==> src/hdl/sdbm_defines.vh <==
// Constants for the burst and mode-register command block.
// Included by the burst tracker and the command core; no logic here.
`ifndef SDBM_DEFINES_VH
`define SDBM_DEFINES_VH
// ======================================================
// Mode register field positions
`define SDBM_MODE_W 13
`define SDBM_BL_LSB 0
`define SDBM_BL_MSB 2
`define SDBM_BT_BIT 3
`define SDBM_CL_LSB 4
`define SDBM_CL_MSB 6
`define SDBM_TM_LSB 7
`define SDBM_TM_MSB 8
`define SDBM_WBL_BIT 9
`define SDBM_MODE_RST 13'h0022
// ======================================================
// Burst length and latency codes
`define SDBM_BL_1 3'h0
`define SDBM_BL_2 3'h1
`define SDBM_BL_4 3'h2
`define SDBM_BL_8 3'h3
`define SDBM_BL_PAGE 3'h7
`define SDBM_CL_2 3'h2
`define SDBM_CL_3 3'h3
// ======================================================
// Commands as {ras_n, cas_n, we_n}
`define SDBM_CMD_MODE 3'h0
`define SDBM_CMD_PRE 3'h2
`define SDBM_CMD_READ 3'h5
`define SDBM_CMD_WRITE 3'h4
`define SDBM_CMD_STOP 3'h6
// ======================================================
// Timing
`define SDBM_CLK_PS 25000
`define SDBM_TWR_PS 15000
`define SDBM_TWR_CYC ((`SDBM_TWR_PS + `SDBM_CLK_PS - 1) / `SDBM_CLK_PS)
`endif

==> src/hdl/sdbm_core.v <==
// Command side of a four-bank SDRAM: bursts, interrupts, mode register.
// Assumes a controller that keeps its own timing duties.
// Summary of operation
// - Precharge may end a read early
// - Write words captured from command edge on
// - Data pins released after burst ends
// - Sequential full page burst wraps to column 0
// - Writes interruptible by write, precharge, read
// - Interrupting read stops further write capture
// - Other-bank access allowed during auto precharge
// - Read interrupts auto-precharge read, precharge starts
// - Write interrupts auto-precharge read immediately
// - Read ends auto-precharge write, recovery follows
// - Write ends auto-precharge write, recovery follows
// - Mode command loads bank and address lines
// - Mode register field layout
// - Burst length coding, reserved codes
// - CAS latency coding two or three
// - Burst order sequential or interleaved
// - Single-word write option
`include "sdbm_defines.vh"
module sdbm_core
(
   input wire clk_in,
   input wire nrst_in,
   input wire cs_n_in,
   input wire ras_n_in,
   input wire cas_n_in,
   input wire we_n_in,
   input wire [1:0] bank_select_in,
   input wire [10:0] addr_in,
   input wire [3:0] dqm_in,
   input wire [31:0] dq_in,
   output reg [31:0] dq_out,
   output reg dq_oe_out,
   output reg wr_en_out,
   output reg [1:0] wr_bank_out,
   output reg [7:0] wr_col_out,
   output reg [31:0] wr_data_out,
   output reg [3:0] wr_be_out,
   output reg rd_req_out,
   output reg [1:0] rd_bank_out,
   output reg [7:0] rd_col_out,
   input wire [31:0] rd_data_in,
   output reg [3:0] pre_start_out,
   output reg [12:0] mode_out
);
   // ======================================================
   // Burst state machine
   localparam ST_IDLE = 3'b001;
   localparam ST_RD = 3'b010;
   localparam ST_WR = 3'b100;
   localparam [31:0] TWR_FULL = `SDBM_TWR_CYC;
   reg [2:0] state_r;
   reg [8:0] left_r;
   reg [1:0] bank_r;
   reg ap_r;
   reg [12:0] mode_r;
   reg [3:0] rd_pipe_r;
   reg [3:0] mask_pipe_r;
   reg [3:0] mask_d1_r;
   reg [1:0] twr_bank_r;
   reg [3:0] twr_cnt_r;
   reg [31:0] rd_hold_r;
   wire [7:0] col;
   wire [2:0] cmd = {ras_n_in, cas_n_in, we_n_in};
   wire sel = !cs_n_in;
   wire is_rd = sel && cmd == `SDBM_CMD_READ;
   wire is_wr = sel && cmd == `SDBM_CMD_WRITE;
   wire is_pre = sel && cmd == `SDBM_CMD_PRE;
   wire is_stop = sel && cmd == `SDBM_CMD_STOP;
   wire is_mode = sel && cmd == `SDBM_CMD_MODE;
   wire [2:0] bl_code = mode_r[`SDBM_BL_MSB:`SDBM_BL_LSB];
   wire wbl_single = mode_r[`SDBM_WBL_BIT];
   wire cl3 = mode_r[`SDBM_CL_MSB:`SDBM_CL_LSB] == `SDBM_CL_3;

   // Words in a burst; reserved codes treated as one word
   function [8:0] burst_words;
      input [2:0] code;
      begin
         case (code)
            `SDBM_BL_2: burst_words = 9'h002;
            `SDBM_BL_4: burst_words = 9'h004;
            `SDBM_BL_8: burst_words = 9'h008;
            `SDBM_BL_PAGE: burst_words = 9'h1FF;
            default: burst_words = 9'h001;
         endcase
      end
   endfunction

   wire wr_start = is_wr;
   wire wr_go = wr_start || (state_r == ST_WR && !is_rd && !is_pre
                             && !is_stop && left_r != 9'h000);
   wire rd_go = is_rd || (state_r == ST_RD && !is_wr && !is_pre
                          && !is_stop && left_r != 9'h000);

   sdbm_colgen u_col
   (
      .clk_in(clk_in),
      .nrst_in(nrst_in),
      .start_in(is_rd || is_wr),
      .start_col_in(addr_in[7:0]),
      .step_in(rd_go || wr_go),
      .interleave_in(mode_r[`SDBM_BT_BIT]),
      .bl_code_in(bl_code),
      .col_out(col)
   );

   // ======================================================
   // Command and burst tracking
   always @(posedge clk_in)
   begin
      if (!nrst_in)
      begin
         state_r <= ST_IDLE;
         left_r <= 9'h000;
         bank_r <= 2'h0;
         ap_r <= 1'b0;
         mode_r <= `SDBM_MODE_RST;
         wr_en_out <= 1'b0;
         wr_bank_out <= 2'h0;
         wr_col_out <= 8'h00;
         wr_data_out <= 32'h0000_0000;
         wr_be_out <= 4'h0;
         rd_req_out <= 1'b0;
         rd_bank_out <= 2'h0;
         rd_col_out <= 8'h00;
         pre_start_out <= 4'h0;
         twr_bank_r <= 2'h0;
         twr_cnt_r <= 4'h0;
         mode_out <= `SDBM_MODE_RST;
      end
      else
      begin
         pre_start_out <= 4'h0;
         // Write capture on command edge and each later edge
         wr_en_out <= wr_go;
         wr_bank_out <= is_wr ? bank_select_in : bank_r;
         wr_data_out <= dq_in;
         wr_be_out <= ~dqm_in;
         wr_col_out <= is_wr ? addr_in[7:0] : col;
         rd_req_out <= rd_go;
         rd_bank_out <= is_rd ? bank_select_in : bank_r;
         rd_col_out <= is_rd ? addr_in[7:0] : col;
         if (twr_cnt_r != 4'h0)
         begin
            twr_cnt_r <= twr_cnt_r - 4'h1;
            if (twr_cnt_r == 4'h1)
               pre_start_out[twr_bank_r] <= 1'b1;
         end
         if (is_mode)
         begin
            mode_r <= {bank_select_in, addr_in};
            mode_out <= {bank_select_in, addr_in};
         end
         if (is_rd || is_wr)
         begin
            // Other-bank access ends an auto-precharge burst
            if (ap_r && state_r == ST_RD)
               pre_start_out[bank_r] <= 1'b1;
            if (ap_r && state_r == ST_WR)
            begin
               twr_bank_r <= bank_r;
               twr_cnt_r <= TWR_FULL[3:0];
            end
            state_r <= is_rd ? ST_RD : ST_WR;
            bank_r <= bank_select_in;
            ap_r <= addr_in[10];
            if (is_wr && wbl_single)
               left_r <= 9'h000;
            else if (bl_code == `SDBM_BL_PAGE)
               left_r <= 9'h1FF;
            else
               left_r <= burst_words(bl_code) - 9'h001;
         end
         else if (is_pre || is_stop)
         begin
            state_r <= ST_IDLE;
            left_r <= 9'h000;
            ap_r <= 1'b0;
         end
         else if (state_r != ST_IDLE)
         begin
            if (left_r == 9'h000)
            begin
               state_r <= ST_IDLE;
               ap_r <= 1'b0;
               if (ap_r)
                  pre_start_out[bank_r] <= 1'b1;
            end
            else if (bl_code != `SDBM_BL_PAGE)
               left_r <= left_r - 9'h001;
         end
      end
   end

   // ======================================================
   // Read data pipeline, CAS latency and mask latency of two
   always @(posedge clk_in)
   begin
      if (!nrst_in)
      begin
         rd_pipe_r <= 4'h0;
         rd_hold_r <= 32'h0000_0000;
         mask_d1_r <= 4'hF;
         mask_pipe_r <= 4'hF;
         dq_out <= 32'h0000_0000;
         dq_oe_out <= 1'b0;
      end
      else
      begin
         rd_pipe_r <= {rd_pipe_r[2:0], rd_go && !is_wr};
         mask_d1_r <= dqm_in;
         mask_pipe_r <= mask_d1_r;
         // Latency three holds each fetched word one clock longer
         rd_hold_r <= rd_data_in;
         dq_out <= cl3 ? rd_hold_r : rd_data_in;
         // A write cancels pending output so both drivers never meet
         dq_oe_out <= !is_wr && !(state_r == ST_WR)
                      && (cl3 ? rd_pipe_r[2] : rd_pipe_r[1])
                      && mask_pipe_r != 4'hF;
      end
   end
endmodule // sdbm_core

==> src/hdl/sdbm_colgen.v <==
// Column address sequencer for one burst.
// Assumes start pulses only when a burst begins; step once per data word.
`include "sdbm_defines.vh"
module sdbm_colgen
(
   input wire clk_in,
   input wire nrst_in,
   input wire start_in,
   input wire [7:0] start_col_in,
   input wire step_in,
   input wire interleave_in,
   input wire [2:0] bl_code_in,
   output reg [7:0] col_out
);
   reg [7:0] base_r;
   reg [7:0] cnt_r;
   reg [7:0] wmask;
   reg [7:0] cnt_nxt;
   always @*
   begin
      case (bl_code_in)
         `SDBM_BL_2: wmask = 8'h01;
         `SDBM_BL_4: wmask = 8'h03;
         `SDBM_BL_8: wmask = 8'h07;
         `SDBM_BL_PAGE: wmask = 8'hFF;
         default: wmask = 8'h00;
      endcase
      // First word takes the command column; start points at the second
      cnt_nxt = start_in ? 8'h01 : cnt_r + 8'h01;
   end
   // Sequential page bursts wrap naturally at column 255 to column 0
   always @(posedge clk_in)
   begin
      if (!nrst_in)
      begin
         base_r <= 8'h00;
         cnt_r <= 8'h00;
         col_out <= 8'h00;
      end
      else if (start_in || step_in)
      begin
         if (start_in)
            base_r <= start_col_in;
         cnt_r <= cnt_nxt;
         if (interleave_in)
            col_out <= ((start_in ? start_col_in : base_r) & ~wmask) |
                       (((start_in ? start_col_in : base_r) ^ cnt_nxt)
                        & wmask);
         else
            col_out <= ((start_in ? start_col_in : base_r) & ~wmask) |
                       (((start_in ? start_col_in : base_r) + cnt_nxt)
                        & wmask);
      end
   end
endmodule // sdbm_colgen

==> config.mk <==
export PLATFORM = sky130hd
export DESIGN_NAME = sdbm_core
export DESIGN_NICKNAME = d
export VERILOG_FILES = /design/src/hdl/sdbm_core.v /design/src/hdl/sdbm_colgen.v
export VERILOG_INCLUDE_DIRS = /design/src /design/src/hdl
export SDC_FILE = /design/constraint.sdc
export NUM_CORES = 1
export LEC_CHECK = 0
export BUFFER_PORTS_ARGS = -buffer_cell sky130_fd_sc_hd__clkbuf_2
export CORE_MARGIN = 1.5
export CORE_UTILIZATION = 33
export CTS_BUF_LIST = sky130_fd_sc_hd__clkbuf_8
export DETAILED_ROUTE_END_ITERATION = 16
export HOLD_SLACK_MARGIN = 0.08
export PLACE_DENSITY = 0.54
export SYNTH_ARGS = -nofsm -noshare
export SYNTH_HDL_FRONTEND = slang
export SYNTH_HIERARCHICAL = 1
export SYNTH_SLANG_ARGS = --single-unit
==> constraint.sdc <==
create_clock -name clk_in -period 5.57 [get_ports clk_in]
set_clock_uncertainty 0.2 [all_clocks]
set_input_delay 0.557 -clock clk_in [delete_from_list [all_inputs] [get_ports clk_in]]
set_output_delay 0.557 -clock clk_in [all_outputs]
set_load 0.03 [all_outputs]
==> flow_metrics.tcl <==
set metrics [dict create \
    outcome "finished clean" \
    synthTopCellsByCount "dfxtp_1 (196), nand2_1 (165), and2_1 (74)" \
    dominantRegCellSynth "dfxtp_1" \
    cts.sinks 196 \
    ys_seq_area_share_pct 51.8 \
    num_antenna_cells 0 \
    async_reset_ff_share_pct 0 \
    rsz0062_at_grt "no" \
    fmax_mhz 281 \
    synth_area_leaders "dfxtp_1 (52%), nand2_1 (8.2%), a21boi_0 (6.8%)" \
    cts_max_level 4 \
    dr.pass1.iters 4 \
    setup_viol 0 \
    whs_path_depth 2 \
    hold_path_class "in -> reg" \
    crit_type "in -> reg" \
    grt_pass1_wl_mm 31.6 \
    clock_tree.buffer_depth 2 \
    vias 6348 \
    finalSetupTns_ps 0 \
    period_minus_slack_ps 3560 \
    vdd_drop_max_mv 0.116 \
    grt_max_degree 97 \
    synth_cell_types 62 \
    slew_headroom_pct 44.2 \
    grtUsageTotal_pct 16.8 \
    clk_pin_slew_worst_paths_ps 110 \
    r2r_cells 11 \
    post-synth-top-count-cell "dfxtp_1" \
    wl_mm 19.6 \
    cp-start-kind "primary input" \
    io_buffer_count 194 \
    synthAdderAreaFrac_pct 2.38 \
    ys_warn_count 6 \
    fp.dieW_um 154 \
    crit_path_max_fanout 14 \
    layout-drive-gt1-share_pct 23.5 \
    start_util_pct 33.6 \
    ios 195 \
    synth.net_count 931 \
    finalHoldWorstSlack_ps 114 \
    synthesis.area_sq_um 7570 \
    netlist.top_cell.by_area "dfxtp_1" \
    syn_avg_cell_area_sq_um 9.11 \
    max-cap-violations 0 \
    synth_simple_gate_area_share_pct 24.1 \
    synth_xor_area_share_pct 1.39 \
    reg2reg_setup_slack_ps 2360 \
    viasPerCell 4.63 \
    fin_total_pwr_uw 2990 \
    gp_congestion 0.811 \
    cts_root_buffer "clkbuf_8" \
    synth_top_family_by_area "simple AND/OR/NAND/NOR gates" \
    drc 0 \
    drt-initial-drc-count 303 \
    r2r_start "u_col/cnt_r[0]" \
    stdcell_area_sq_um 9900 \
    r2r_end "u_col/col_out[7]" \
    area_growth_pct 30.7 \
    critPathRequiredTime_ps 5740 \
    place_area_sq_um 8800 \
    grt-ovfl-total 0 \
    finalCritPeriodShare_pct 63.9 \
    insertion_delay_ps 470 \
    worst_slew_pin_slew_ps 837 \
    dpl.hpwl_mm 13.3 \
    wl_per_cell_um 14.3 \
    crit_arrival_ps 3730 \
    ant_nets 0 \
    power.leakage_uw 0.00428 \
    cts_tree "built" \
    final_hold_viol_count 0 \
    synth_top_area_share_pct 51.8 \
    cp-end-kind "flip-flop" \
    finalMaxSlewViolations 0 \
    fillers 2251 \
    rows 55 \
    hold_end "rd_hold_r[11]" \
    synth.area.mux_share_pct 1.90 \
    core_region_area_sq_um 22600 \
    synthCells 831 \
    final_core_utilization_pct 43.9 \
    cts_buffers 17 \
    post_cts_buffers 0 \
    die_area_sq_um 23900 \
    synth_compound_area_share_pct 15.1 \
    grt_pass1_vias 6084 \
    antenna_found_initial 0 \
    synth_edf_count 0 \
    die_h_um 154 \
    min_from "rd_data_in[11]" \
    p_per_area_nw_per_um2 302 \
    ys_seq_elements 196 \
    nNetsFinal 1174 \
]
## power by group
| group | leakage, uW | switching (uW) | internal, uW |
|---|---|---|---|
| Clock | 0.000219 | 548 | 466 |
| Sequential | 0.00161 | 42.0 | 1480 |
| Combinational | 0.00245 | 264 | 194 |
## final cells by class
| class | count | area [sq um] | share of cell area (%) |
|---|---|---|---|
| repair buffers | 267 | 1690 | 17.0 |
| flip-flops and latches | 196 | 3920 | 39.6 |
| clock inverters | 15 | 208 | 2.10 |
| well taps | 285 | 357 | 3.60 |
| multi-input cells | 569 | 3400 | 34.4 |
| inverters | 23 | 86.3 | 0.872 |
| clock buffers | 17 | 234 | 2.36 |
## what timing repair did
| item | 4_1_cts | 5_1_grt |
|---|---|---|
| hold buffers | 66 | 0 |
| hold endpoints to repair | 66 | 0 |
| gates resized for setup | 0 | 0 |
## worst max path at each step
stage / startpoint / endpoint
after floorplan: cs_n_in / u_col/col_out[7]
after global placement: cs_n_in / u_col/col_out[7]
after detailed placement: cs_n_in / u_col/col_out[7]
after CTS: cs_n_in / u_col/col_out[7]
after global routing: cs_n_in / u_col/col_out[7]
final: cs_n_in / u_col/col_out[7]
## per-stage QoR
step | setup WS (ps) | cells
5_1_grt | 1830 | 1372
4_1_cts | 2040 | 1372
6_report | 2010 | 1372
3_5_place_dp | 1510 | 1274
2_1_floorplan | 1220 | 831
3_3_place_gp | 1560 | 1274
## cells in the final DEF (no fill, tap or decap), types with 3 or more instances in the layout
| master | n |
|---|---|
| nor3_1 | 7 |
| or3_1 | 8 |
| a21boi_0 | 69 |
| mux2i_1 | 8 |
| nand4_1 | 6 |
| o211a_1 | 3 |
| nor3b_1 | 6 |
| dlygate4sd3_1 | 66 |
| clkbuf_8 | 17 |
| o21ai_0 | 29 |
| a21oi_1 | 31 |
| mux2_2 | 3 |
| inv_8 | 6 |
| buf_4 | 8 |
| nor2b_1 | 18 |
| dfxtp_1 | 196 |
| and2_1 | 74 |
| nand3_1 | 14 |
| o2111ai_1 | 3 |
| or2_2 | 4 |
| xnor2_1 | 6 |
| nand2_1 | 165 |
| clkbuf_2 | 193 |
| xor2_1 | 6 |
| bufinv_16 | 3 |
| a31oi_1 | 7 |
| o21a_1 | 3 |
| nand2b_1 | 16 |
| ha_1 | 12 |
| nor2_1 | 24 |
| inv_1 | 23 |
## flip-flops by register name, summed over array words and instances (netlist names), 2 cells and up
signal and count:
dq_out 32, twr_bank_r 2, rd_hold_r 32, twr_cnt_r 4, u_col/cnt_r 8, u_col/base_r 8, rd_col_out 8, bank_r 2
rd_pipe_r 3, rd_bank_out 2, mode_r 13, u_col/col_out 8, mask_d1_r 4, wr_col_out 8, state_r 3, left_r 9
pre_start_out 4, wr_bank_out 2, wr_be_out 4, mask_pipe_r 4, wr_data_out 32
## cells by family (layout without fill, tap and decap cells)
family          Yosys count  count (layout)
compound gates          169             169
xor+xnor                 12              12
fa+ha+maj                14              14
buf+inv                  66             322
flops                   196             196
mux                      13              13
simple gates            361             361
## per-layer routing
metal | vias up | GRT usage, % | share of wire (%)
met2 | 124 | 27.7 | 47
li1 | 3258 | - | -
met3 | 21 | 3.78 | 3.8
met1 | 2945 | 21.9 | 48
met5 | - | 0 | 0
met4 | 0 | 4.90 | 1.3
## critical path: stages
cell      delay [ps]
clkbuf_2         110
nor2_1           130
nand2_1          160
inv_1            410
mux2_2           420
ha_1             350
and3_1           180
or2_2            120
nand3_1           70
o211a_1          250
or4b_4           540
a311o_1          320
o211a_1          100
Note: power is estimated with default switching activity, not from simulation.
